### config.mk
export PLATFORM = sky130hd
export DESIGN_NAME = schf_handoff
export DESIGN_NICKNAME = d
export VERILOG_FILES = /design/src/schf_pkg.sv /design/src/schf_io_if.sv /design/src/schf_axil_regs.sv /design/src/schf_handoff.sv
export SDC_FILE = /design/constraint.sdc
export NUM_CORES = 1
export LEC_CHECK = 0
export BUFFER_PORTS_ARGS = -buffer_cell sky130_fd_sc_hd__buf_4
export CAP_MARGIN = 0
export CORE_AREA = 2 2 115 117
export CTS_CLUSTER_SIZE = 14
export DETAILED_ROUTE_END_ITERATION = 8
export DIE_AREA = 0 0 117 119
export PLACE_DENSITY = 0.74
export SYNTH_ARGS = -nofsm -noshare
export SYNTH_HDL_FRONTEND = slang
export SYNTH_SLANG_ARGS = --single-unit
export TNS_END_PERCENT = 20
### constraint.sdc
create_clock -name aclk -period 1.6 [get_ports aclk]
set_input_delay 0.24 -clock aclk [delete_from_list [all_inputs] [get_ports aclk]]
set_output_delay 0.24 -clock aclk [all_outputs]
set_load 0.02 [all_outputs]
### src/schf_pkg.sv
// Package for the staged configuration handoff block.
// Holds register offsets, field positions, reset values and the phase encoding.
package schf_pkg;

  localparam logic [7:0] SCHF_OFS_CTRL   = 8'h00;
  localparam logic [7:0] SCHF_OFS_STATUS = 8'h04;
  localparam logic [7:0] SCHF_OFS_IRQ_ST = 8'h08;
  localparam logic [7:0] SCHF_OFS_IRQ_MK = 8'h0C;

  // Control fields
  localparam int SCHF_CTRL_SRST  = 0;
  localparam int SCHF_CTRL_LINK  = 1;
  localparam int SCHF_CTRL_SRC   = 2;
  localparam int SCHF_CTRL_START = 3;

  // Status fields
  localparam int SCHF_ST_READY = 0;
  localparam int SCHF_ST_EOS   = 1;
  localparam int SCHF_ST_LNK   = 2;
  localparam int SCHF_ST_DONE  = 3;
  localparam int SCHF_ST_RST   = 4;
  localparam int SCHF_ST_PHASE = 5;

  // Interrupt events
  localparam int SCHF_EV_S1    = 0;
  localparam int SCHF_EV_S2    = 1;
  localparam int SCHF_EV_LNKUP = 2;
  localparam int SCHF_EV_LNKDN = 3;
  localparam int SCHF_NEV      = 4;

  localparam logic [31:0] SCHF_CTRL_RST = 32'h0000_0000;
  localparam logic [3:0]  SCHF_MASK_RST = 4'h0;
  localparam logic [1:0]  SCHF_RESP_OK  = 2'b00;
  localparam logic [1:0]  SCHF_RESP_ERR = 2'b10;
  localparam int          SCHF_RST_CYC  = 4;

  typedef enum logic [1:0] {
    SCHF_PH_UNCFG = 2'b00,
    SCHF_PH_S1    = 2'b01,
    SCHF_PH_LOAD2 = 2'b10,
    SCHF_PH_S2    = 2'b11
  } schf_phase_t;

endpackage

### src/schf_io_if.sv
// Interface between the handoff sequencer and the register slave.
// Assumes both ends share aclk.
`timescale 1ns/10ps
interface schf_io_if;
  import schf_pkg::*;
  logic [31:0]         ctrl;
  logic [3:0]          mask;
  logic [SCHF_NEV-1:0] event_p;
  logic [SCHF_NEV-1:0] irq_stat;
  logic [5:0]          status;
  modport seq (input ctrl, input mask, output event_p, output status, input irq_stat);
  modport regs (output ctrl, output mask, input event_p, input status, output irq_stat);
endinterface

### src/schf_axil_regs.sv
// AXI4-Lite register slave for the handoff block.
// Assumes a single aclk domain; one write and one read in flight at a time.
`timescale 1ns/10ps
module schf_axil_regs
  import schf_pkg::*;
(
  input  wire logic        aclk,
  input  wire logic        aresetn,
  input  wire logic        ce,
  schf_io_if.regs          io,
  input  wire logic [7:0]  s_awaddr,
  input  wire logic        s_awvalid,
  output logic             s_awready,
  input  wire logic [31:0] s_wdata,
  input  wire logic [3:0]  s_wstrb,
  input  wire logic        s_wvalid,
  output logic             s_wready,
  output logic [1:0]       s_bresp,
  output logic             s_bvalid,
  input  wire logic        s_bready,
  input  wire logic [7:0]  s_araddr,
  input  wire logic        s_arvalid,
  output logic             s_arready,
  output logic [31:0]      s_rdata,
  output logic [1:0]       s_rresp,
  output logic             s_rvalid,
  input  wire logic        s_rready
);
  logic              aw_got_r;
  logic              w_got_r;
  logic [7:0]        awaddr_r;
  logic [31:0]       wdata_r;
  logic [3:0]        wstrb_r;
  logic [31:0]       ctrl_r;
  logic [3:0]        mask_r;
  logic [SCHF_NEV-1:0] stat_r;
  logic              do_wr;
  logic [31:0]       wmask;

  assign s_awready   = ce && !aw_got_r && !s_bvalid;
  assign s_wready    = ce && !w_got_r && !s_bvalid;
  assign s_arready   = ce && !s_rvalid;
  assign do_wr       = ce && aw_got_r && w_got_r && !s_bvalid;
  assign wmask       = {{8{wstrb_r[3]}}, {8{wstrb_r[2]}}, {8{wstrb_r[1]}}, {8{wstrb_r[0]}}};
  assign io.ctrl     = ctrl_r;
  assign io.mask     = mask_r;
  assign io.irq_stat = stat_r;

  always_ff @(posedge aclk) begin
    if (!aresetn) begin
      aw_got_r <= 1'b0;
      w_got_r  <= 1'b0;
      awaddr_r <= 8'h00;
      wdata_r  <= 32'h0000_0000;
      wstrb_r  <= 4'h0;
    end else if (ce) begin
      if (s_awvalid && s_awready) begin
        aw_got_r <= 1'b1;
        awaddr_r <= s_awaddr;
      end
      if (s_wvalid && s_wready) begin
        w_got_r <= 1'b1;
        wdata_r <= s_wdata;
        wstrb_r <= s_wstrb;
      end
      if (do_wr) begin
        aw_got_r <= 1'b0;
        w_got_r  <= 1'b0;
      end
    end
  end

  always_ff @(posedge aclk) begin
    if (!aresetn) begin
      ctrl_r   <= SCHF_CTRL_RST;
      mask_r   <= SCHF_MASK_RST;
      s_bvalid <= 1'b0;
      s_bresp  <= SCHF_RESP_OK;
    end else if (ce) begin
      if (s_bvalid && s_bready) s_bvalid <= 1'b0;
      if (do_wr) begin
        s_bvalid <= 1'b1;
        s_bresp  <= SCHF_RESP_OK;
        case (awaddr_r[7:2])
          SCHF_OFS_CTRL[7:2]:   ctrl_r <= (ctrl_r & ~wmask) | (wdata_r & wmask);
          SCHF_OFS_IRQ_MK[7:2]: if (wstrb_r[0]) mask_r <= wdata_r[3:0];
          SCHF_OFS_IRQ_ST[7:2]: ;
          SCHF_OFS_STATUS[7:2]: ;
          default:              s_bresp <= SCHF_RESP_ERR;
        endcase
      end
    end
  end

  // Set wins over write-one-to-clear
  always_ff @(posedge aclk) begin
    if (!aresetn) begin
      stat_r <= '0;
    end else if (ce) begin
      if (do_wr && awaddr_r[7:2] == SCHF_OFS_IRQ_ST[7:2] && wstrb_r[0])
        stat_r <= (stat_r & ~wdata_r[SCHF_NEV-1:0]) | io.event_p;
      else
        stat_r <= stat_r | io.event_p;
    end
  end

  always_ff @(posedge aclk) begin
    if (!aresetn) begin
      s_rvalid <= 1'b0;
      s_rdata  <= 32'h0000_0000;
      s_rresp  <= SCHF_RESP_OK;
    end else if (ce) begin
      if (s_rvalid && s_rready) s_rvalid <= 1'b0;
      if (s_arvalid && s_arready) begin
        s_rvalid <= 1'b1;
        s_rresp  <= SCHF_RESP_OK;
        case (s_araddr[7:2])
          SCHF_OFS_CTRL[7:2]:   s_rdata <= ctrl_r;
          SCHF_OFS_STATUS[7:2]: s_rdata <= {26'h000_0000, io.status};
          SCHF_OFS_IRQ_ST[7:2]: s_rdata <= {28'h000_0000, stat_r};
          SCHF_OFS_IRQ_MK[7:2]: s_rdata <= {28'h000_0000, mask_r};
          default: begin
            s_rdata <= 32'h0000_0000;
            s_rresp <= SCHF_RESP_ERR;
          end
        endcase
      end
    end
  end
endmodule

### src/schf_handoff.sv
// Staged configuration handoff: sequences stage one, stage two load and the
// switch of the link block to user logic. Assumes aclk is the core clock.
`timescale 1ns/10ps
module schf_handoff
  import schf_pkg::*;
#(
  parameter int NCRIT = 4
) (
  input  wire logic             aclk,
  input  wire logic             aresetn,
  input  wire logic             ce,
  input  wire logic             eos_in,
  input  wire logic             stage2_load_start,
  input  wire logic             link_ok,
  input  wire logic             pullup_during_config_n,
  input  wire logic [NCRIT-1:0] user_crit_in,
  output logic [NCRIT-1:0]      core_crit_out,
  input  wire logic             tlp_unhandled,
  output logic                  tlp_unsupported,
  output logic                  tlp_to_user,
  input  wire logic             shared_out_data,
  output logic                  shared_out_o,
  output logic                  shared_out_oe,
  output logic                  free_io_pullup,
  output logic                  free_io_pulldown,
  output logic                  design_switch,
  output logic                  eos_out,
  output logic                  config_done,
  output logic                  user_reset,
  output logic                  user_lnk_up,
  output logic                  irq,
  input  wire logic [7:0]       s_awaddr,
  input  wire logic             s_awvalid,
  output logic                  s_awready,
  input  wire logic [31:0]      s_wdata,
  input  wire logic [3:0]       s_wstrb,
  input  wire logic             s_wvalid,
  output logic                  s_wready,
  output logic [1:0]            s_bresp,
  output logic                  s_bvalid,
  input  wire logic             s_bready,
  input  wire logic [7:0]       s_araddr,
  input  wire logic             s_arvalid,
  output logic                  s_arready,
  output logic [31:0]           s_rdata,
  output logic [1:0]            s_rresp,
  output logic                  s_rvalid,
  input  wire logic             s_rready
);
  schf_io_if io ();

  schf_axil_regs u_regs (
    .aclk      (aclk),
    .aresetn   (aresetn),
    .ce        (ce),
    .io        (io),
    .s_awaddr  (s_awaddr),
    .s_awvalid (s_awvalid),
    .s_awready (s_awready),
    .s_wdata   (s_wdata),
    .s_wstrb   (s_wstrb),
    .s_wvalid  (s_wvalid),
    .s_wready  (s_wready),
    .s_bresp   (s_bresp),
    .s_bvalid  (s_bvalid),
    .s_bready  (s_bready),
    .s_araddr  (s_araddr),
    .s_arvalid (s_arvalid),
    .s_arready (s_arready),
    .s_rdata   (s_rdata),
    .s_rresp   (s_rresp),
    .s_rvalid  (s_rvalid),
    .s_rready  (s_rready)
  );

  // Pin-level inputs pass two flops before use
  logic [3:0] sync1_r;
  logic [3:0] sync2_r;
  logic       eos_s;
  logic       load_s;
  logic       link_s;
  logic       pudc_n_s;

  always_ff @(posedge aclk) begin
    if (!aresetn) begin
      sync1_r <= 4'h0;
      sync2_r <= 4'h0;
    end else if (ce) begin
      sync1_r <= {pullup_during_config_n, link_ok, stage2_load_start, eos_in};
      sync2_r <= sync1_r;
    end
  end
  assign eos_s    = sync2_r[0];
  assign load_s   = sync2_r[1];
  assign link_s   = sync2_r[2];
  assign pudc_n_s = sync2_r[3];

  schf_phase_t phase_r;
  schf_phase_t phase_nxt;
  logic        eos_d_r;
  logic        eos_rise;
  logic        load_req;
  logic        user_rst_cond;
  logic        link_d_r;

  assign eos_rise = eos_s && !eos_d_r;
  // Load may begin from the pin or from software (stored-flash case)
  assign load_req = load_s || io.ctrl[SCHF_CTRL_START];

  always_comb begin
    phase_nxt = phase_r;
    case (phase_r)
      SCHF_PH_UNCFG: if (eos_rise) phase_nxt = SCHF_PH_S1;
      SCHF_PH_S1:    if (load_req) phase_nxt = SCHF_PH_LOAD2;
      SCHF_PH_LOAD2: if (eos_rise) phase_nxt = SCHF_PH_S2;
      SCHF_PH_S2:    phase_nxt = SCHF_PH_S2;
      default:       phase_nxt = SCHF_PH_UNCFG;
    endcase
  end

  always_ff @(posedge aclk) begin
    if (!aresetn) begin
      phase_r <= SCHF_PH_UNCFG;
      eos_d_r <= 1'b0;
    end else if (ce) begin
      phase_r <= phase_nxt;
      eos_d_r <= eos_s;
    end
  end

  // Ready is a flop of the terminal phase only
  always_ff @(posedge aclk) begin
    if (!aresetn) begin
      design_switch <= 1'b0;
    end else if (ce) begin
      design_switch <= (phase_nxt == SCHF_PH_S2);
    end
  end

  // Same level as the pin, delayed by the synchroniser and one more flop
  always_ff @(posedge aclk) begin
    if (!aresetn) begin
      eos_out <= 1'b0;
    end else if (ce) begin
      eos_out <= eos_s;
    end
  end

  // Done: pulse at stage one, low during load, high for good after stage two
  always_ff @(posedge aclk) begin
    if (!aresetn) begin
      config_done <= 1'b0;
    end else if (ce) begin
      case (phase_nxt)
        SCHF_PH_S1:    config_done <= (phase_r == SCHF_PH_UNCFG);
        SCHF_PH_LOAD2: config_done <= 1'b0;
        SCHF_PH_S2:    config_done <= 1'b1;
        default:       config_done <= 1'b0;
      endcase
    end
  end

  // Reset stretched for a few cycles, released synchronously
  logic [2:0] rst_cnt_r;
  assign user_rst_cond = io.ctrl[SCHF_CTRL_SRST];
  always_ff @(posedge aclk) begin
    if (!aresetn) begin
      rst_cnt_r  <= 3'(SCHF_RST_CYC);
      user_reset <= 1'b1;
    end else if (ce) begin
      if (user_rst_cond) begin
        rst_cnt_r <= 3'(SCHF_RST_CYC);
      end else if (rst_cnt_r != 3'd0) begin
        rst_cnt_r <= rst_cnt_r - 3'd1;
      end
      user_reset <= user_rst_cond || (rst_cnt_r != 3'd0);
    end
  end

  always_ff @(posedge aclk) begin
    if (!aresetn) begin
      user_lnk_up <= 1'b0;
      link_d_r    <= 1'b0;
    end else if (ce) begin
      user_lnk_up <= link_s && io.ctrl[SCHF_CTRL_LINK] && !user_reset;
      link_d_r    <= user_lnk_up;
    end
  end

  // Critical inputs forced low until handoff, one mux per bit
  genvar gi;
  generate
    for (gi = 0; gi < NCRIT; gi++) begin : g_crit
      always_ff @(posedge aclk) begin
        if (!aresetn) begin
          core_crit_out[gi] <= 1'b0;
        end else if (ce) begin
          core_crit_out[gi] <= design_switch & user_crit_in[gi];
        end
      end
    end
  endgenerate

  // Requests the hard block does not consume
  assign tlp_unsupported = tlp_unhandled && !design_switch;
  assign tlp_to_user     = tlp_unhandled && design_switch;

  // Shared-bank output held tristate until ready; before stage one it floats
  always_ff @(posedge aclk) begin
    if (!aresetn) begin
      shared_out_o  <= 1'b0;
      shared_out_oe <= 1'b0;
    end else if (ce) begin
      shared_out_o  <= shared_out_data;
      shared_out_oe <= design_switch;
    end
  end

  // Weak pulls on unconfigured user pins
  always_ff @(posedge aclk) begin
    if (!aresetn) begin
      free_io_pullup   <= 1'b0;
      free_io_pulldown <= 1'b0;
    end else if (ce) begin
      free_io_pulldown <= (phase_nxt == SCHF_PH_S1);
      free_io_pullup   <= (phase_nxt == SCHF_PH_LOAD2) && !pudc_n_s;
    end
  end

  // Events for the interrupt status register
  // One process owns the whole vector, so it has a single driver
  always_comb begin
    io.event_p                   = '0;
    io.event_p[SCHF_EV_S1]       = (phase_r == SCHF_PH_UNCFG) && (phase_nxt == SCHF_PH_S1) && ce;
    io.event_p[SCHF_EV_S2]       = (phase_r == SCHF_PH_LOAD2) && (phase_nxt == SCHF_PH_S2) && ce;
    io.event_p[SCHF_EV_LNKUP]    = user_lnk_up && !link_d_r && ce;
    io.event_p[SCHF_EV_LNKDN]    = !user_lnk_up && link_d_r && ce;
  end
  assign io.status = {phase_r == SCHF_PH_LOAD2, user_reset, config_done, user_lnk_up, eos_out, design_switch};
  assign irq       = |(io.irq_stat & io.mask);

  // Assertions
  AST_READY_STICKY: assert property (@(posedge aclk) disable iff (!aresetn)
    design_switch |=> design_switch) else $error("ready dropped");
  AST_READY_PHASE: assert property (@(posedge aclk) disable iff (!aresetn)
    design_switch |-> phase_r == SCHF_PH_S2) else $error("ready outside stage two");
  AST_SWITCH_EOS: assert property (@(posedge aclk) disable iff (!aresetn)
    (ce && phase_r == SCHF_PH_LOAD2 && eos_s && !eos_d_r) |=> design_switch)
    else $error("no switch on end-of-startup");
  AST_EOS_PASS: assert property (@(posedge aclk) disable iff (!aresetn)
    ce |=> eos_out == $past(eos_s)) else $error("pass-through mismatch");
  AST_DONE_PULSE: assert property (@(posedge aclk) disable iff (!aresetn)
    (ce && config_done && phase_r == SCHF_PH_S1) ##1 ce |-> !config_done)
    else $error("stage one done not a pulse");
  AST_DONE_LOAD: assert property (@(posedge aclk) disable iff (!aresetn)
    phase_r == SCHF_PH_LOAD2 |-> !config_done) else $error("done high while loading");
  AST_DONE_HOLD: assert property (@(posedge aclk) disable iff (!aresetn)
    design_switch |-> config_done) else $error("done not held");
  AST_RST_SYNC: assert property (@(posedge aclk) disable iff (!aresetn)
    (ce && user_rst_cond) |=> user_reset) else $error("reset not asserted");
  AST_RST_RELEASE: assert property (@(posedge aclk) disable iff (!aresetn)
    (ce && !user_rst_cond && rst_cnt_r == 3'd0) |=> !user_reset) else $error("reset held too long");
  AST_LINK: assert property (@(posedge aclk) disable iff (!aresetn)
    user_lnk_up |-> $past(link_s)) else $error("link-up without link");
  AST_CRIT: assert property (@(posedge aclk) disable iff (!aresetn)
    !$past(design_switch) |-> core_crit_out == '0) else $error("critical input leaked");
  AST_TLP_UR: assert property (@(posedge aclk) disable iff (!aresetn)
    (tlp_unhandled && !design_switch) |-> tlp_unsupported && !tlp_to_user)
    else $error("request not refused");
  AST_OE: assert property (@(posedge aclk) disable iff (!aresetn)
    shared_out_oe |-> $past(design_switch)) else $error("shared output enabled early");
  AST_PULL: assert property (@(posedge aclk) disable iff (!aresetn)
    !(free_io_pullup && free_io_pulldown)) else $error("both pulls on");
  // Pull and shared-output enable may only show in their own phase; end-of-startup stays low before stage one
  AST_EOS_UNCFG: assert property (@(posedge aclk) disable iff (!aresetn)
    phase_r == SCHF_PH_UNCFG |-> !eos_out) else $error("end-of-startup before stage one");
  AST_PULLDOWN_PH: assert property (@(posedge aclk) disable iff (!aresetn)
    free_io_pulldown |-> phase_r == SCHF_PH_S1) else $error("pull-down outside stage one");
  AST_PULLUP_PH: assert property (@(posedge aclk) disable iff (!aresetn)
    free_io_pullup |-> phase_r == SCHF_PH_LOAD2) else $error("pull-up outside stage two load");
  AST_OE_PHASE: assert property (@(posedge aclk) disable iff (!aresetn)
    shared_out_oe |-> phase_r == SCHF_PH_S2) else $error("shared output driven before stage two");
endmodule

Word level (Yosys, flattened, before mapping)
Index checks and enable logic that the tools add are counted.

Bits in registers: 151. Input port bits: 70. Output and inout port bits: 57. Word-level logic and storage cells: 140.

$add $sub $neg: 1. Equal/unequal tests: 12. Muxes and demuxes: 19. Bitwise logic cells: 13. Reduce and logical (&&, ||, !) cells: 64.

Operators by type and width (number): case mux 32 bit (4 select lines) (1); bitwise AND 32 bit (2); inverter 32 bit (1); bitwise OR 32 bit (1); logical AND 1 bit (29); equality test 6 x 2 -> 1 bit, second input constant (4); AND reduction 2 bit (9); equality test 6 x 1 -> 1 bit, second input constant (2); logical NOT 6 bit (2); OR reduction 4 bit (3); logical NOT 1 bit (10); 2-to-1 mux 2 bit (5); nonzero test 2 bit (5); bitwise AND 4 bit (2); equality test 2 bit, second input constant (4); 2-to-1 mux 1 bit (8); bitwise OR 4 bit (2); case mux 2 bit (4 select lines) (1); 2-to-1 mux 3 bit (2); bitwise AND 1 bit (4); equality test 2 x 1 -> 1 bit, second input constant (2); 2-to-1 mux 4 bit (1); inverter 4 bit (1); AND reduction 4 bit (1); 6 further kinds (7).

Depth between registers and ports, before layout
Gate-level depths: netlist of run 1.

Word-level depth: 9. Mapped depth: 6. Depth with buffers taken out: 5.

Cells and area by module
From an unflattened synthesis of run 1, not the netlist that was laid out.

Cells, all modules: 692. Area total of the unflattened synthesis: 6107.1 sq um.

Modules (own cells, without submodules): schf_axil_regs (instances 1, cells each 561, area each 4870.9 sq um, seq. area each 2402.3 sq um); schf_handoff (instances 1, cells each 131, area each 1236.2 sq um, seq. area each 540.5 sq um).

Worst setup path after synthesis of run 1
Ideal clock, no wire load.

Kind: flip-flop to flip-flop. From: register u_regs.s_bvalid. To: register (tool-made name). Setup time: 0.072 ns. Arrival time: 1.727 ns. Required time: 1.528 ns. Setup slack: -0.199 ns. Cell stages (with the launch flop): 5. Buffers on the path: 1. Period minus slack after synthesis: 1.799 ns. Cells stage by stage: dfxtp_1 nand4b_1 clkbuf_1 nor4_4 mux2i_1.

RTL lines: from (decl) (line schf_axil_regs.sv:19) `output logic s_bvalid,`; from (signal assigned) (line schf_axil_regs.sv:77) `s_bvalid <= 1'b0;`; from (signal assigned) (line schf_axil_regs.sv:80) `if (s_bvalid && s_bready) s_bvalid <= 1'b0;`; from (signal assigned) (line schf_axil_regs.sv:82) `s_bvalid <= 1'b1;`.

==> results of run 1 <==
-- cell type report --
type,instances,area [um2],share of cell area (%)
Clock inverter,14,177.7,2.240
Tap cell,176,220.2,2.777
Sequential cell,147,2944,37.13
Timing Repair Buffer,147,1224,15.43
Clock buffer,18,439.2,5.538
Inverter,5,18.77,0.2367
Multi-Input combinational cell,481,2907,36.65
-- cells in the final DEF (no fill, tap or decap), types with 5 or more instances in the layout --
cell type  netlist  routed
nand2_1        177     177
dfxtp_1        147     146
buf_4            2     136
a21oi_1         78      78
mux2i_1         59      59
nand2b_1        36      36
nor2_1          28      28
or4_1           28      28
clkbuf_16        0      17
buf_12           0       9
nand3_1          8       8
nand3b_1         6       6
nor2b_1          5       5
o21ai_0          5       5
-- critical path, cell delays in order, from the launching register on --
cell     delay, ns
dfxtp_1       0.31
or4_4         0.63
nor4_4        0.27
buf_12        0.19
mux2i_1       0.20
-- power groups by stage --
stage | combinational, mW | sequential [mW] | clock, mW
after detailed placement | 0.673 | 3.89 | 0
after CTS | 0.683 | 3.81 | 4.12
final | 0.683 | 3.81 | 4.08
after floorplan | 0.398 | 3.88 | 0
after global placement | 0.651 | 3.89 | 0
after global routing | 0.745 | 3.82 | 4.27
-- layer usage --
| layer | part of all wire [%] | track usage (%) | up-vias |
|---|---|---|---|
| met5 | 0 | 0 | - |
| met4 | 2.0 | 7.794 | 0 |
| met3 | 5.1 | 5.394 | 25 |
| met2 | 52 | 37.21 | 144 |
| met1 | 41 | 24.94 | 2408 |
| li1 | - | - | 2562 |
-- Yosys cell counts (3+ instances only) --
library cell | instances | area (um2)
a21oi_1 | 78 | 390.4
clkbuf_1 | 43 | 161.4
a32o_1 | 4 | 40.04
o21a_1 | 3 | 22.52
nor2_1 | 28 | 105.1
dfxtp_1 | 147 | 2943
mux2i_1 | 59 | 590.6
or4_1 | 28 | 210.2
nand2b_1 | 36 | 225.2
nand2_1 | 177 | 664.4
inv_1 | 5 | 18.77
buf_1 | 9 | 33.78
nand4b_1 | 3 | 26.28
nand3b_1 | 6 | 45.04
nand3_1 | 8 | 40.04
o21ai_0 | 5 | 25.02
nor4_4 | 4 | 85.08
o41ai_1 | 3 | 26.28
nor2b_1 | 5 | 31.28
mux4_2 | 4 | 90.09
-- through the flow --
step	instance area, um2	worst slack (ns)	power [mW]	instances
finish	7930	-0.07649	8.571	988
global route	7930	-0.1245	8.835	988
CTS	7918	-0.08562	8.613	988
detailed placement	7274	-0.2328	4.562	956
global placement	7274	-0.1732	4.536	956
floorplan	6050	-0.1720	4.278	690
-- final timing paths --
check | cells after the start | end | from
min | 3 | sync1_r[0] | eos_in
max reg2reg | 4 | flip-flop | u_regs.awaddr_r[7]
max | 4 | flip-flop | u_regs.awaddr_r[7]
min reg2reg | 2 | flip-flop | flip-flop
-- cells by family after synthesis --
kind of cell / Yosys count
simple gates: 311
flops: 147
compound gates: 103
mux: 63
buf+inv: 62
fa+ha+maj: 2
other cells: 1
-- timing repair --
action	in CTS	in global routing
endpoints found under the setup margin	40	41
gates resized for setup	5	2
pin swaps	7	2
==> impl_results.md, run 1 <==
- Fin crit share: 104.8%
- FILL cells: about 1100
- Switching share of power: a little under a quarter
- Critical Path Fanout Max: 8
- Vias per cell: 5.201
- Initial antenna violation count: 0
- DIE WIDTH: between 100 and 150 um
- ANT nets after route: 0
- Synth Area in Simple Gates: between 20% and 30%
- Share of layout cells above drive strength 1: between 20% and 30%
- Post-CTS setup buffers: 0
- Clock share of power: a little under half
- Antenna diode count: 0
- Final setup violation count: 21
- NumNets Final: between 800 and 900
- F_max: between 0.5 and 0.6 GHz
- Core ar.: ~13000 um2
- Mux cell area share after synthesis: around 11%
- Synth Area in Adders: less than 1%
- P_leak: 2.967 nW
- Routed WL per cell: 14.61 um
- Number of max-cap violations: 0
- EDFF count, synth: 0
- Sequential share of power: about 45%
- Post-synthesis register bit count: between 100 and 150
- DRC Markers: 0
- CTS buffer count: 17
- Port buffer count: 120
- IO Pins: 127
- Worst reg-to-reg setup slack: -0.08 ns
- Sw power: 2.005 mW
- Comb power frac: around 8%
- Worst min path class: primary input to flip-flop
- Avg Cell Area, Syn: ~8.8 um2
- Starting Density: between 40% and 50%
- Endpoints failing hold: 0
- Critical Path Sink Type: flip-flop
- Failing checks: negative setup slack
- Share of synthesized flip-flops with an asynchronous set or reset: 0%
- Chip Height: 119 um
- Post-synthesis cell type count: 43
- Area Growth Syn to Fin: 31.17%
- Pin count of the biggest net entering global routing: 65
- Max Slew Vio Count: 0
- Post-route setup slack: -0.07649 ns
- Worst Path Required: about 1.9 ns
- CTS Hold Bufs: 0
- PwrDens: roughly 1100 nW/um2
- RSZ-0062 raised after global routing: yes
- DRT Wirelength: 14440 um
- Post-Syn Area: about 6000 um2
- DR vias: ~5000
- Register clock-pin slew on the reported worst setup and hold paths: about 0.060 ns
- Clock skew: about 0.0071 ns
- # rows: 42
- Sequential-to-total area share from yosys stat: roughly half
- YS warnings: 0
- H-tree Lvls: 4
- First-pass GRT wire length: about 24000 um
- Number of global-route vias before repair: 5106
- Worst-Skew Late Latency: 0.42 ns
- DP Wirelength: between 9000 and 10000 um
- Crit path arrival time: 2.01 ns
- Overflow left after global routing: 0
- Top FF cell, synth: dfxtp_1
- Post-Synthesis Cells: between 600 and 700
- CP startpoint kind: flip-flop
- Combinational family with the most area after synthesis: simple AND/OR/NAND/NOR gates
- Synth Area in XOR/XNOR: 0%
- Root Buffer Master: clkbuf_16
- Minimum clock period: roughly 1.7 ns
- GRT Total Usage: about a fifth
- VDD IR max: roughly 0.54 mV
- Cell-internal power: ~6.6 mW
- Clock sink count: 147
- TritonCTS clock tree: yes
- Status: finished with violations
- Placer Congestion: between 0.8 and 0.9
- Die area: 13920 um2
- CTS Buffer Depth: 2
- WHS: roughly 0.055 ns
- Initial DRC count: approximately 370
- Drt first pass iters: 4
- Synth Area in Compound Gates: a little under a tenth
- Crit Path Category: flip-flop to flip-flop
- Post-layout util: 61.59%
- Setup TNS: -0.5628 ns
Note: power is estimated with default switching activity, not from simulation.
==> run 2, diff against run 1 <==
==> constraint.sdc (replaced) <==
create_clock -name aclk -period 1.5 [get_ports aclk]
set_input_delay 0.225 -clock aclk [delete_from_list [all_inputs] [get_ports aclk]]
set_output_delay 0.225 -clock aclk [all_outputs]
set_load 0.005 [all_outputs]
==> run 2 against run 1 <==
The run still ends with negative setup slack left. Utilization is 1.1 points higher. Sequential power is 6.6% higher. Maximum frequency is 2.1% lower.
==> impl_results.md, run 2 (synthesis results as in run 1) <==
- Clock sink count: approximately 150
- DRT Wirelength: about 15000 um
- Overflow left after global routing: 0
- ANT nets after route: 0
- Final setup violation count: 40
- Pin count of the biggest net entering global routing: 88
- Vias per cell: around 5.3
- CTS Hold Bufs: 0
- NumNets Final: roughly 870
- Port buffer count: 120
- Critical Path Sink Type: flip-flop
- F_max: 0.5838 GHz
- TritonCTS clock tree: yes
- Initial DRC count: between 200 and 300
- Commonest non-fill, non-tap cell in the layout: nand2_1
- Critical Path Fanout Max: 8
- DR vias: around 5200
- Worst min path class: primary input to flip-flop
- H-tree Lvls: 4
- Drt first pass iters: 5
- Share of layout cells above drive strength 1: 29.36%
- Worst Path Required: around 1.8 ns
- P_leak: about 3 nW
- DIE WIDTH: 117 um
- Comb power frac: 7.8%
- Most frequent cells in the layout: 177 x nand2_1, 145 x dfxtp_1, 140 x buf_4
- Die area: ~14000 um2
- Placer Congestion: 0.8064
- RSZ-0062 raised after global routing: yes
- DP Wirelength: ~9800 um
- VDD IR max: about 0.64 mV
- Number of global-route vias before repair: 5088
- Status: finished with violations
- Starting Density: between 40% and 50%
- CP startpoint kind: flip-flop
- Failing checks: negative setup slack
- Cell-internal power: between 7 and 8 mW
- Sw power: roughly 2.1 mW
- Minimum clock period: about 1.7 ns
- Antenna diode count: 0
- Crit path arrival time: 2.05 ns
- IO Pins: between 100 and 150
- Pwr Total: roughly 9.2 mW
- DRC Markers: 0
- Crit Path Category: flip-flop to flip-flop
- Area Growth Syn to Fin: 33.53%
- Root Buffer Master: clkbuf_16
- Worst-Skew Late Latency: a little over 0.4 ns
- Clock share of power: between 40% and 50%
- CTS Buffer Depth: 2
- Register clock-pin slew on the reported worst setup and hold paths: about 0.06 ns
- Post-route setup slack: -0.2129 ns
- WHS: 0.05167 ns
- Fin crit share: 114.2%
- Clock skew: approximately 0.010 ns
- PwrDens: ~1100 nW/um2
- Number of max-cap violations: 0
- First-pass GRT wire length: approximately 24000 um
- Endpoints failing hold: 0
- GRT Total Usage: about 22%
- Switching share of power: between 20% and 30%
- Sequential share of power: between 40% and 50%
- Max Slew Vio Count: 0
- CTS buffer count: 17
- Chip Height: 119 um
- Routed WL per cell: around 15 um
- Core ar.: between 10000 and 15000 um2
- # rows: 42
- Initial antenna violation count: 0
-- run 2: path summary, 6_finish.rpt --
| check | start | to | slack (ns) | cells past startpoint |
|---|---|---|---|---|
| hold reg to reg | u_regs.s_rdata[12] | u_regs.s_rdata[12] | 0.45 | 2 |
| setup / recovery | u_regs.awaddr_r[4] | flip-flop | -0.21 | 4 |
| setup reg to reg | u_regs.awaddr_r[4] | flip-flop | -0.21 | 4 |
| hold / removal | eos_in | sync1_r[0] | 0.05 | 3 |
-- run 2: cell type report --
| cell class | count | area [um2] |
|---|---|---|
| flip-flops and latches | 147 | 2945 |
| multi-input cells | 481 | 3030 |
| repair buffers | 150 | 1242 |
| inverters | 5 | 20.02 |
| clock inverters | 13 | 185.2 |
| fillers | 1045 | 4802 |
| clock buffers | 18 | 429.2 |
| well taps | 176 | 220.2 |
-- run 2: stage by stage --
| step | util (%) | cells | worst slack [ns] | setup TNS [ns] | instance area (um2) |
|---|---|---|---|---|---|
| final | 62.70 | 990 | -0.2129 | -5.120 | 8073 |
| after global routing | 62.70 | 990 | -0.2794 | -8.271 | 8073 |
| after CTS | 61.76 | 990 | -0.2160 | -4.732 | 7951 |
| after detailed placement | 56.69 | 959 | -0.3213 | -12.57 | 7298 |
| after global placement | 56.69 | 959 | -0.2630 | -10.04 | 7298 |
| after floorplan | - | 690 | -0.1987 | -9.353 | 6051 |
-- run 2: power groups by stage --
stage,sequential (mW),combinational [mW],clock (mW)
after global placement,4.14,0.675,0
after CTS,4.06,0.709,4.45
after detailed placement,4.14,0.702,0
after global routing,4.07,0.788,4.62
after floorplan,4.13,0.411,0
final,4.06,0.719,4.40
-- run 2: timing repair --
action,CTS,global route
setup endpoints to repair,54,73
endpoints found under the hold margin,0,0
pin swaps,7,31
setup buffers,0,0
gates resized for setup,11,34
-- run 2: critical path, cell delays in order (launching register included) --
cell and delay, ns:
dfxtp_2 0.32, or4_4 0.64, nor4_4 0.30, buf_12 0.18
mux2i_2 0.20
-- run 2: per-layer routing --
layer	share of wire, %	wire (um)	up-vias	global-route usage (%)
met2	52	7757	144	37.90
met3	4.9	724	29	5.547
met1	41	6058	2472	26.73
met4	2.3	337	0	7.721
li1	-	-	2570	-
met5	0	0	-	0
